[src/rtl/rtc_pkg.sv]
// Constants and the bus request carrier type for the real-time clock timer.
package rtc_pkg;
	localparam logic [7:0] seconds_off = 8'h00;
	localparam logic [7:0] minutes_off = 8'h04;
	localparam logic [7:0] hours_off = 8'h08;
	localparam logic [7:0] weekday_off = 8'h0c;
	localparam logic [7:0] ctl_one_off = 8'h10;
	localparam logic [7:0] ctl_two_off = 8'h14;
	localparam logic [7:0] status_off = 8'h18;
	localparam logic [7:0] mask_off = 8'h1c;
	localparam logic [7:0] csel_off = 8'h20;
	localparam int run_bit = 0;
	localparam int running_bit = 1;
	localparam int busy_bit = 2;
	localparam int h24_bit = 5;
	localparam int pm_bit = 6;
	localparam int ev_update = 0;
	localparam int ev_run_change = 1;
	localparam int clk_khz = 40000;
	localparam int busy_time_us = 62500;
	localparam int busy_cycles = busy_time_us / 1000 * clk_khz + busy_time_us % 1000 * clk_khz / 1000;
	localparam int ticks_per_sec = 256;
	localparam logic [5:0] sec_max = 6'h3b;
	localparam logic [4:0] hr24_max = 5'h17;
	localparam logic [4:0] hr12_max = 5'h0b;
	localparam logic [2:0] wk_max = 3'h6;

	typedef struct packed {
		logic cyc;
		logic stb;
		logic we;
		logic [7:0] adr;
		logic [3:0] sel;
		logic [31:0] dat;
	} wb_req_s;
endpackage : rtc_pkg

[src/rtl/rtc_timer.sv]
// Real-time clock timer with Wishbone register access.
`timescale 1ns/1ps
`default_nettype none
module rtc_timer
	import rtc_pkg::*;
#(
	parameter int busy_len = busy_cycles,
	parameter int tick_div = ticks_per_sec
) (
	input wire logic clock,
	input wire logic rst_n,
	input wire logic clk_en,
	input wire logic count_tick,
	input wire wb_req_s wb_req,
	output logic wb_ack,
	output logic [31:0] wb_dat,
	output logic irq
);

	//////////////////////////////////////////////////////////////////
	// All state of the block, registered as one word.
	typedef struct packed {
		logic ack;
		logic [31:0] rdat;
		logic irq;
		logic count_run_request;
		logic sync_first;
		logic count_running_flag;
		logic running_seen;
		logic [5:0] seconds_value;
		logic [5:0] minutes_value;
		logic [4:0] hours_value;
		logic [2:0] weekday_value;
		logic hour_format_select;
		logic afternoon_flag;
		logic [7:0] clock_control_two;
		logic [3:0] clock_select_bits;
		logic [1:0] status;
		logic [1:0] mask;
		logic [15:0] presc;
		logic update_in_progress_flag;
		logic [31:0] busy_cnt;
	} state_s;

	state_s q;
	state_s d;

	//////////////////////////////////////////////////////////////////
	// Counter step that wraps to zero past its top value.
	function automatic logic [5:0] wrap_inc(input logic [5:0] v, input logic [5:0] top);
		wrap_inc = (v >= top) ? 6'h00 : v + 6'h01;
	endfunction : wrap_inc

	//////////////////////////////////////////////////////////////////
	// Decode helpers filled at the top of the next state logic.
	logic [31:0] ctl_one_rd;
	logic access;
	logic wr_en;
	logic rd_en;
	logic [1:0] events;
	logic [4:0] hr_top;
	logic [5:0] hr_next;

	always_comb begin
		d = q;
		events = 2'h0;
		access = wb_req.cyc && wb_req.stb && !q.ack;
		wr_en = access && wb_req.we && wb_req.sel[0];
		rd_en = access && !wb_req.we;
		ctl_one_rd = 32'h0;
		ctl_one_rd[run_bit] = q.count_run_request;
		ctl_one_rd[running_bit] = q.count_running_flag;
		ctl_one_rd[busy_bit] = q.update_in_progress_flag;
		ctl_one_rd[h24_bit] = q.hour_format_select;
		ctl_one_rd[pm_bit] = q.afternoon_flag;
		hr_top = q.hour_format_select ? hr24_max : hr12_max;
		hr_next = wrap_inc({1'b0, q.hours_value}, {1'b0, hr_top});
		d.ack = access;
		//////////////////////////////////////////////////////////////////
		// Start request synchroniser, clocked by count-source ticks.
		if (count_tick) begin
			d.sync_first = q.count_run_request;
			d.count_running_flag = q.sync_first;
		end
		// Change of the running flag is seen from its own delayed copy.
		d.running_seen = q.count_running_flag;
		if (q.running_seen != q.count_running_flag) begin
			events[ev_run_change] = 1'b1;
		end
		//////////////////////////////////////////////////////////////////
		// Time base and update with busy window.
		if (count_tick && q.count_running_flag && !q.update_in_progress_flag) begin
			if (32'(q.presc) >= tick_div - 1) begin
				d.presc = 16'h0;
				d.update_in_progress_flag = 1'b1;
				d.busy_cnt = 32'h0;
			end else begin
				d.presc = q.presc + 16'h1;
			end
		end
		if (q.update_in_progress_flag) begin
			if (q.busy_cnt >= 32'(busy_len - 1)) begin
				d.update_in_progress_flag = 1'b0;
				events[ev_update] = 1'b1;
				d.seconds_value = wrap_inc(q.seconds_value, sec_max);
				if (q.seconds_value == sec_max) begin
					d.minutes_value = wrap_inc(q.minutes_value, sec_max);
					if (q.minutes_value == sec_max) begin
						d.hours_value = hr_next[4:0];
						if (q.hours_value == hr_top) begin
							if (!q.hour_format_select) begin
								d.afternoon_flag = !q.afternoon_flag;
							end
							if (q.hour_format_select || q.afternoon_flag) begin
								if (q.weekday_value >= wk_max) begin
									d.weekday_value = 3'h0;
								end else begin
									d.weekday_value = q.weekday_value + 3'h1;
								end
							end
						end
					end
				end
			end else begin
				d.busy_cnt = q.busy_cnt + 32'h1;
			end
		end
		//////////////////////////////////////////////////////////////////
		// Register access.
		if (wr_en) begin
			if (wb_req.adr == seconds_off) begin
				d.seconds_value = wb_req.dat[5:0];
			end else if (wb_req.adr == minutes_off) begin
				d.minutes_value = wb_req.dat[5:0];
			end else if (wb_req.adr == hours_off) begin
				d.hours_value = wb_req.dat[4:0];
			end else if (wb_req.adr == weekday_off) begin
				d.weekday_value = wb_req.dat[2:0];
			end else if (wb_req.adr == ctl_one_off) begin
				d.count_run_request = wb_req.dat[run_bit];
				d.hour_format_select = wb_req.dat[h24_bit];
				d.afternoon_flag = wb_req.dat[pm_bit];
			end else if (wb_req.adr == ctl_two_off) begin
				d.clock_control_two = wb_req.dat[7:0];
			end else if (wb_req.adr == status_off) begin
				d.status = q.status & ~wb_req.dat[1:0];
			end else if (wb_req.adr == mask_off) begin
				d.mask = wb_req.dat[1:0];
			end else if (wb_req.adr == csel_off) begin
				d.clock_select_bits = wb_req.dat[3:0];
			end
		end

		// A hardware event wins over a clear written in the same cycle.
		d.status = d.status | events;

		//////////////////////////////////////////////////////////////////
		// Read data, loaded in the cycle in which the access is taken.
		if (rd_en) begin
			if (wb_req.adr == seconds_off) begin
				d.rdat = {26'h0, q.seconds_value};
			end else if (wb_req.adr == minutes_off) begin
				d.rdat = {26'h0, q.minutes_value};
			end else if (wb_req.adr == hours_off) begin
				d.rdat = {27'h0, q.hours_value};
			end else if (wb_req.adr == weekday_off) begin
				d.rdat = {29'h0, q.weekday_value};
			end else if (wb_req.adr == ctl_one_off) begin
				d.rdat = ctl_one_rd;
			end else if (wb_req.adr == ctl_two_off) begin
				d.rdat = {24'h0, q.clock_control_two};
			end else if (wb_req.adr == status_off) begin
				d.rdat = {30'h0, q.status};
			end else if (wb_req.adr == mask_off) begin
				d.rdat = {30'h0, q.mask};
			end else if (wb_req.adr == csel_off) begin
				d.rdat = {28'h0, q.clock_select_bits};
			end else begin
				d.rdat = 32'h0;
			end
		end
		d.irq = |(d.status & d.mask);
	end

	//////////////////////////////////////////////////////////////////
	// State register, frozen while the clock enable is low and rst_n is high; reset clears it whatever the clock enable.
	always_ff @(posedge clock) begin
		if (!rst_n) begin
			q <= '0;
		end else if (clk_en) begin
			q <= d;
		end
	end

	//////////////////////////////////////////////////////////////////
	// Outputs are plain copies of registered state.
	assign wb_ack = q.ack;
	assign wb_dat = q.rdat;
	assign irq = q.irq;

endmodule : rtc_timer
`default_nettype wire

[config.mk]
export PLATFORM = sky130hd
export DESIGN_NAME = rtc_timer
export DESIGN_NICKNAME = d
export VERILOG_FILES = /design/src/rtl/rtc_pkg.sv /design/src/rtl/rtc_timer.sv
export SDC_FILE = /design/constraint.sdc
export NUM_CORES = 1
export LEC_CHECK = 0
export ABC_CLOCK_PERIOD_IN_PS = 4900
export BUFFER_PORTS_ARGS = -buffer_cell sky130_fd_sc_hd__buf_2
export CAP_MARGIN = 10
export CORE_MARGIN = 2
export CORE_UTILIZATION = 62
export CTS_BUF_LIST = sky130_fd_sc_hd__clkbuf_4 sky130_fd_sc_hd__clkbuf_8 sky130_fd_sc_hd__clkbuf_16
export CTS_CLUSTER_DIAMETER = 30
export DETAILED_ROUTE_END_ITERATION = 8
export GPL_TIMING_DRIVEN = 0
export PLACE_DENSITY = 0.86
export SYNTH_ARGS = -nofsm -noshare
export SYNTH_HDL_FRONTEND = slang
export SYNTH_SLANG_ARGS = --single-unit
[constraint.sdc]
create_clock -name clock -period 4.9 [get_ports clock]
set_clock_uncertainty 0.1 [all_clocks]
set_input_delay 1.225 -clock clock [delete_from_list [all_inputs] [get_ports clock]]
set_output_delay 1.225 -clock clock [all_outputs]
set_load 0.01 [all_outputs]
After elaboration in Yosys (flattened, before gate mapping)
Cells that the tools add are included.
{"block": "word_totals", "out_inout_bits": 34, "input_bits": 51, "reg_bits": 125}
{"block": "classes", "n_reduce_logical": 20, "bitwise": 12, "add_sub_neg": 6, "eq_ne": 12, "order_cmp": 6, "n_mux": 54}
{"op": "33-bit 2-to-1 mux", "n": 3}
{"op": "8-bit 2-to-1 mux", "n": 9}
{"op": "32-bit 2-to-1 mux", "n": 2}
{"op": "20-bit 2-to-1 mux", "n": 2}
{"op": "38-bit 2-to-1 mux", "n": 1}
{"op": "32-bit by 1-bit adder with 32-bit output, second input constant", "n": 1}
{"op": "8-bit by 5-bit == test with 1-bit output, second input constant", "n": 4}
{"op": "32-bit by 22-bit greater-or-equal comparator with 1-bit output, second input constant", "n": 1}
{"op": "16-bit 2-to-1 mux", "n": 2}
{"op": "26-bit 2-to-1 mux", "n": 1}
{"op": "4-bit 2-to-1 mux", "n": 6}
{"op": "6-bit 2-to-1 mux", "n": 4}
{"op": "21-bit 2-to-1 mux", "n": 1}
{"op": "18-bit 2-to-1 mux", "n": 1}
{"op": "16-bit by 1-bit adder with 16-bit output, second input constant", "n": 1}
{"op": "8-bit by 4-bit == test with 1-bit output, second input constant", "n": 2}
{"op": "16-bit by 8-bit greater-or-equal comparator with 1-bit output, second input constant", "n": 1}
{"op": "5-bit 2-to-1 mux", "n": 3}
{"op": "14-bit 2-to-1 mux", "n": 1}
{"op": "6-bit by 1-bit adder with 6-bit output, second input constant", "n": 2}
{"op": "6-bit == test, second input constant", "n": 2}
{"op": "6-bit greater-or-equal comparator, second input constant", "n": 2}
{"op": "3-bit 2-to-1 mux", "n": 4}
{"op": "11-bit AND reduction", "n": 1}
{"op": "other kinds (22)", "n": 53}

Longest topological paths before layout
Gate-level depths: netlist (run 1).
{"block": "depth", "depth_word": 16, "mapped_depth": 9}

Least setup slack after synthesis (run 1)
OpenSTA, ideal clock, no wires.
{"block": "synth_path", "kind": "input-to-reg", "from": "input port wb_req[41] in the netlist's numbering", "to": "register q[83] in the netlist's numbering", "t_arrival_ns": 2.889, "stages": 7, "setup_time_ns": 0.122, "required_ns": 4.678, "setup_slack_ns": 1.789, "cell_sequence": "or4_1 clkbuf_1 nor4_4 nand2_1 o211ai_1 a21oi_1 a311o_1"}
{"block": "synth_between", "elab_chain_len": 3}
{"element": "start: declaration", "line_no": "rtc_timer.sv:14", "rtl": "input wire wb_req_s wb_req,"}
{"element": "8-bit zero test", "line_no": "rtc_timer.sv:131", "rtl": "if (wb_req.adr == seconds_off) begin"}
{"element": "6-bit 2-to-1 mux", "line_no": "rtc_timer.sv:131"}
{"element": "38-bit 2-to-1 mux", "line_no": "rtc_timer.sv:130", "rtl": "if (wr_en) begin"}
{"element": "end signal: assignment", "line_no": "rtc_timer.sv:189", "rtl": "q <= '0;"}
{"element": "end signal: assignment", "line_no": "rtc_timer.sv:191", "rtl": "q <= d;"}
{"element": "end: declaration", "line_no": "rtc_timer.sv:45", "rtl": "state_s q;"}
No other way between the ends.
A chain may end at the register's enable or synchronous reset.

Worst setup path in the final report (run 1)
{"block": "layout_path", "from": "input port wb_req[40] in the netlist's numbering", "to": "register q[70] in the netlist's numbering"}
{"block": "layout_between", "elab_chain_len": 5}
{"element": "8-bit by 4-bit == test with 1-bit output", "line_no": "rtc_timer.sv:135", "rtl": "end else if (wb_req.adr == hours_off) begin"}
{"element": "5-bit 2-to-1 mux", "line_no": "rtc_timer.sv:135"}
{"element": "26-bit 2-to-1 mux", "line_no": "rtc_timer.sv:133", "rtl": "end else if (wb_req.adr == minutes_off) begin"}
{"element": "32-bit 2-to-1 mux (*)", "line_no": "rtc_timer.sv:131"}
{"element": "38-bit 2-to-1 mux (*)", "line_no": "rtc_timer.sv:130"}
Every way passes the cells marked *; elsewhere a longest branch is shown, timed or not.

==> results.md, run 1 <==
* Period utilization at 66.4%
* Dpl hpwl at 11700 µm
* Reg-to-reg endpoint: q[68]
* Place WS at 1310 ps
* WS Path Type: in2reg
* CP Data Required Time at 5070 ps
* First-pass GRT wire length at 25800 µm
* Crit Reg-Reg Startpoint: q[0]
* Slowest-stage cell, CP: or4_1
* Cell area after synthesis at 5750 µm²
* # Post-CTS Setup Buffers at 0
* Vias in the first global route at 5253
* GRT Util Overall at 32.0%
* Initial DRC Count at 627
* Ys async rst share at 0%
* Tmin final at 3260 ps
* Number of synthesized flops with an enable pin at 0
* Pre-Repair DR Iteration Count at 5
* Hold depth at 2
* TritonCTS buffer count at 9
* CP Launch Type: input port
* Vert. Die Dim at 100 µm
* R2R cell count at 7
* Max FO, Critical Path at 8
* Area leader, netlist: dfxtp_1
* Hold_buf cts at 0
* Crit path cell chain: buf_2, or4_1, clkbuf_1, nor3_2, nand4b_1, nand2_1, nor3b_1, o31a_1
* Initial antenna violation count at 0
* DR vias/cell at 6.45
* Synth warnings at 0
* Synth unique cells at 78
* Commonest non-fill, non-tap cell in the layout: dfxtp_1
* Clock Sinks at 101
* # resized after CTS at 0
* Core box area at 9110 µm²
* Via count at 5809
* RSZ-0062 raised after global routing: no
* Clk pin slew, worst setup/hold paths at 110 ps
* Worst setup startpoint: wb_req[40]
* Port Buf Inserts at 32
* Syn Inst Count at 719
* Hold slack at 363 ps
* Max frequency at 307 MHz
* Leakage at 0.00239 µW
* Pin count of the biggest net entering global routing at 20
* Register area share after synthesis at 35.2%
* Outcome: completed
* Main synth FF type: dfxtp_1
* Most frequent cells in the layout: dfxtp_1 (101), nand2_1 (74), nor2_1 (59)
* Buf/Inv on CP at 2
* DIE WIDTH at 100 µm
* Synth Register Bits at 101
* Cell count along the critical path at 8
* Hold Fails Final Rpt at 0
* Crit path capture type: flop
* Worst Setup EP: q[70]
* Placed cells at 885
* Crit path largest cell delay at 510 ps
* Residual DRC at 0
* Worst hold path class: reg2reg
* Final worst setup slack at 1640 ps
* CTS tree: built
* Slew Viols, Final at 0
* Die Area at 10100 µm²
* Area contributors post-synth: dfxtp_1 (35%), nand2_1 (4.8%), a21oi_1 (4.4%)
* Max_cap viols at 0
* N_diodes at 0
* Slew @ Worst Pin at 1080 ps
* CP delay by family, top: simple AND/OR/NAND/NOR gates
* Worst path arrival time at 3430 ps
* Overflow left after global routing at 0
* Finished Core Util at 70.0%
* Max clock buf depth at 2
* Pwr/cell area at 251 nW/µm²
* Post-Syn Area per Cell at 7.99 µm²
* VDD IR max at 168 µV
* Top cell type's share of synthesized area at 35.2%
* Final wirelength at 15900 µm
* Row Count at 35
* Post-route ant nets at 0
* I/O Pins at 85
* Initial Util at 63.1%
* Routability-driven placement congestion ratio at 1.00
* Area Overhead vs Synth at 10.9%
* Layout Nets at 846
* Fin cells at 901
* FF-to-FF setup slack at 2100 ps
* Setup_tns at 0 ps
* Final setup violation count at 0
* Clock root buffer: clkbuf_8
* DR WL/cell at 17.7 µm
* H-tree depth at 3
* Share of post-route cells with drive strength above 1 at 12.5%
* Clk Latency, worst-skew pair at 380 ps
* Max-slew headroom at 27.5%
==> through the flow <==
stage / power, µW / instance area, µm²
5_1_grt: 1650 / 6370
3_5_place_dp: 982 / 6130
4_1_cts: 1600 / 6370
6_report: 1600 / 6370
3_3_place_gp: 981 / 6130
2_1_floorplan: 935 / 5830
==> metal layers <==
| layer | vias up | track usage [%] | wire length (µm) |
|---|---|---|---|
| met5 | - | 0 | 0 |
| met4 | 0 | 13.9 | 532 |
| li1 | 2725 | - | - |
| met2 | 290 | 51.7 | 7510 |
| met1 | 2741 | 42.3 | 6690 |
| met3 | 53 | 5.29 | 1220 |
==> power by group <==
| part | switching (µW) | internal [µW] | total [µW] |
|---|---|---|---|
| Combinational | 90.0 | 46.6 | 137 |
| Clock | 328 | 303 | 631 |
| Sequential | 5.81 | 826 | 832 |
==> worst min path at each step <==
stage | end | slack, ps | startpoint
6_report | wb_dat[4] | 360 | wb_dat[4]
5_1_grt | wb_dat[4] | 380 | wb_dat[4]
4_1_cts | q[55] | 370 | q[55]
3_5_place_dp | q[30] | 350 | q[30]
3_3_place_gp | q[27] | 340 | q[27]
2_1_floorplan | wb_dat[3] | 330 | q[60]
==> worst register-to-register path: cells and delay by family, from the launching register on <==
| family | cells | cell delay, ps |
|---|---|---|
| AOI/OAI and AO/OA | 4 | 1360 |
| adders and majority gates | 1 | 240 |
| DFF | 1 | 420 |
| muxes | 1 | 380 |
| and+or+nand+nor | 1 | 230 |
==> synth_stat cells, types with 17 or more instances <==
cell	number
buf_4	33
dfxtp_1	101
o21ai_0	48
nand2_1	74
nor2_1	59
a21oi_1	51
clkbuf_1	31
nand3_1	34
mux2i_1	19
inv_1	19
and2_1	17
nor3_1	19
==> kinds of logic (layout without fill, tap and decap cells) <==
kind of cell / count (synthesis) / in the layout / synth area share, %
compound gates: 190 / 190 / 22.0
xor+xnor: 11 / 11 / 1.68
fa+ha+maj: 12 / 12 / 2.53
buf+inv: 86 / 134 / 7.82
flops: 101 / 101 / 35.2
mux: 22 / 22 / 3.90
other cells: 1 / 24 / 0.0653
simple gates: 296 / 296 / 26.8
==> final cells by class <==
cell class | count | area (µm²)
Multi-Input combinational cell | 555 | 3360
Fill cell | 745 | 2740
Sequential cell | 101 | 2020
Buffer | 67 | 378
Timing Repair Buffer | 32 | 160
Tap cell | 111 | 139
Clock buffer | 9 | 124
Clock inverter | 7 | 118
Inverter | 19 | 71.3
==> flip-flops by register name, summed over array words and instances, names as in the netlist <==
name / cells
irq: 1
wb_ack: 1
wb_dat: 8
q: 86
ctl_one_rd: 5
Power figures use the tool's default switching activity.
==> inputs of run 2 (changes only) <==
- ABC_AREA: default -> 1
- ABC_CLOCK_PERIOD_IN_PS: 4900 -> 3200
- CORE_UTILIZATION: 62 -> 58
- PLACE_DENSITY: 0.86 -> 0.8
- clock period: 4.9 -> 3.2 ns (I/O delays scaled with it)
==> run 2 against run 1 <==
  * Power up 55%
  * Global-route usage down 2.1 points
  * Final area up 7.8%
  * Sequential share of layout area down 2.3 points
  * Die area up 15%
  * Register-to-register slack worse by 1300 ps
  * First-iteration DRC count down 33%
  * Critical path type unchanged
  * Largest cell class unchanged
  * Largest power group unchanged
==> results.md, run 2 <==
* N_diodes at 0 (unchanged)
* Row Count at 37 (+5.7%)
* Number of synthesized flops with an enable pin at 0 (unchanged)
* Max FFs per register at 86 (unchanged)
* Worst hold path class: reg2reg
* Most frequent cells in the layout: nand2_1 (201), inv_1 (115), dfxtp_1 (101)
* Max clock buf depth at 2 (unchanged)
* Cell area after synthesis at 6240 µm² (+8.5%)
* Outcome: completed
* Most flops, register: q
* Initial Util at 60.1% (-2.9 points)
* Main synth FF type: dfxtp_1
* Crit path capture type: flop
* CTS tree: built
* Layout Nets at 1074 (+27%)
* Slew Viols, Final at 0 (unchanged)
* Overflow left after global routing at 0 (unchanged)
* # Post-CTS Setup Buffers at 0 (unchanged)
* Routability-driven placement congestion ratio at 0.963 (-3.9%)
* Syn Inst Count at 948 (+32%)
* DR vias/cell at 5.40 (-16%)
* # resized after CTS at 0 (unchanged)
* VDD IR max at 379 µV (+130%)
* Final setup violation count at 0 (unchanged)
* Synth warnings at 0 (unchanged)
* I/O Pins at 85 (unchanged)
* CP Launch Type: input port
* Final wirelength at 16700 µm (+4.9%)
* Fin cells at 1154 (+28%)
* Residual DRC at 0 (unchanged)
* GRT Util Overall at 29.9% (-2.1 points)
* Clock root buffer: clkbuf_8
* Top cells by instance count after synthesis: nand2_1 (201), inv_1 (115), dfxtp_1 (101)
* CP Data Required Time at 3380 ps (-1690 ps)
* Placed inst area at 6650 µm² (+8.4%)
* Initial DRC Count at 422 (-33%)
* Area leader, netlist: dfxtp_1
* Final worst setup slack at 681 ps (-964 ps)
* Worst path arrival time at 2700 ps (-730 ps)
* Placed cells at 1138 (+29%)
* Via count at 6237 (+7.4%)
* WS Path Type: in2reg
* Pin count of the biggest net entering global routing at 21 (+5.0%)
* Register area share after synthesis at 32.4% (-2.8 points)
* Hold slack at 343 ps (-19.6 ps)
* TritonCTS buffer count at 9 (unchanged)
* RSZ-0062 raised after global routing: no
* Commonest non-fill, non-tap cell in the layout: nand2_1
* Fillcell total at 995 (+34%)
* Area contributors post-synth: dfxtp_1 (32%), nand2_1 (12%), o21ai_0 (7.2%)
* Crit Reg-Reg Startpoint: wb_ack
* Port Buf Inserts at 31 (-3.1%)
* Initial antenna violation count at 0 (unchanged)
* Pwr/cell area at 361 nW/µm² (+44%)
* Multi-input gate area at 3420 µm² (+1.7%)
* DIE WIDTH at 108 µm (+7.4%)
* Share of post-route cells with drive strength above 1 at 13.4% (+0.83 points)
* Max-slew headroom at 46.1% (+19 points)
* Vias in the first global route at 5609 (+6.8%)
* Area Overhead vs Synth at 10.2%
* Die Area at 11600 µm² (+15%)
* Core box area at 10400 µm² (+14%)
* Clk pin slew, worst setup/hold paths at 110 ps (about the same)
* Place WS at 317 ps (-997 ps)
* Final instance area at 6870 µm² (+7.8%)
* Hold Fails Final Rpt at 0 (unchanged)
* Top cell type's share of synthesized area at 32.4% (-2.8 points)
* Clock Sinks at 101 (unchanged)
* Tmin final at 2520 ps
* Register area at 2020 µm² (unchanged)
* Ys async rst share at 0% (unchanged)
* Period utilization at 78.7%
* Max FO, Critical Path at 9 (+1)
* Pre-Repair DR Iteration Count at 5 (unchanged)
* Post-Syn Area per Cell at 6.58 µm² (-18%)
* Post-route ant nets at 0 (unchanged)
* DR WL/cell at 14.5 µm (-18%)
* Setup_tns at 0 ps (unchanged)
* Hold_sp: q[41]
* Max_cap viols at 0 (unchanged)
* Hold_buf cts at 0 (unchanged)
* Max frequency at 397 MHz
* Worst setup startpoint: clk_en
* Slew @ Worst Pin at 809 ps (-269 ps)
* FF-to-FF setup slack at 850 ps (-1250 ps)
* Vert. Die Dim at 108 µm (+7.4%)
* Leakage at 0.00304 µW (+27%)
* Synth unique cells at 52 (-33%)
* H-tree depth at 3 (unchanged)
* Dpl hpwl at 12300 µm (+5.7%)
* Clk Latency, worst-skew pair at 390 ps (about the same)
* Synth Register Bits at 101 (unchanged)
* First-pass GRT wire length at 27100 µm (+5.1%)
* Count leader, synth: nand2_1
## run 2: metal layers
layer,vias to the layer above,track usage [%],wire [µm]
met5,-,0,0
met4,0,12.1,640
met3,44,7.45,1340
met2,229,49.3,7710
met1,2782,37.3,7030
li1,3182,-,-
## run 2: metrics by stage
step	utilization [%]	total power (µW)
after detailed placement	64.1	1590
final	66.3	2480
after global placement	64.1	1590
after floorplan	-	1510
after global routing	66.3	2570
after CTS	66.3	2490
## run 2: worst paths after layout
check / depth (start not counted) / endpoint
max: 8 / wb_dat[2]
min: 2 / q[41]
max reg2reg: 8 / wb_dat[2]
min reg2reg: 2 / q[41]
## run 2: final cells by class
| cell class | count | area share, % |
|---|---|---|
| buffer | 65 | 5.74 |
| clock buffer | 9 | 1.80 |
| clock inverter | 7 | 1.44 |
| inverter | 128 | 7.08 |
| multi-input combinational | 677 | 49.8 |
| sequential | 101 | 29.4 |
| tap | 136 | 2.48 |
| timing repair buffer | 31 | 2.26 |
## run 2: power breakdown
part           switching, µW  internal [µW]  total (µW)
logic                    165           88.2         253
clock network            523            390         913
registers               31.3           1280        1320
total                    719           1760        2480
## run 2: worst max-delay path, cell delays in order
cell	delay [ps]
buf_2	170
inv_2	110
nor2_1	110
inv_1	60
nor2_1	550
clkinv_1	460
a21oi_1	320
a31oi_1	120
## run 2: kinds of logic after synthesis
kind of cell    share of synthesized area (%)
compound gates                           18.8
xor+xnor                                 2.53
fa+ha+maj                                2.01
buf+inv                                  14.1
flops                                    32.4
other cells                            0.0601
simple gates                             30.1
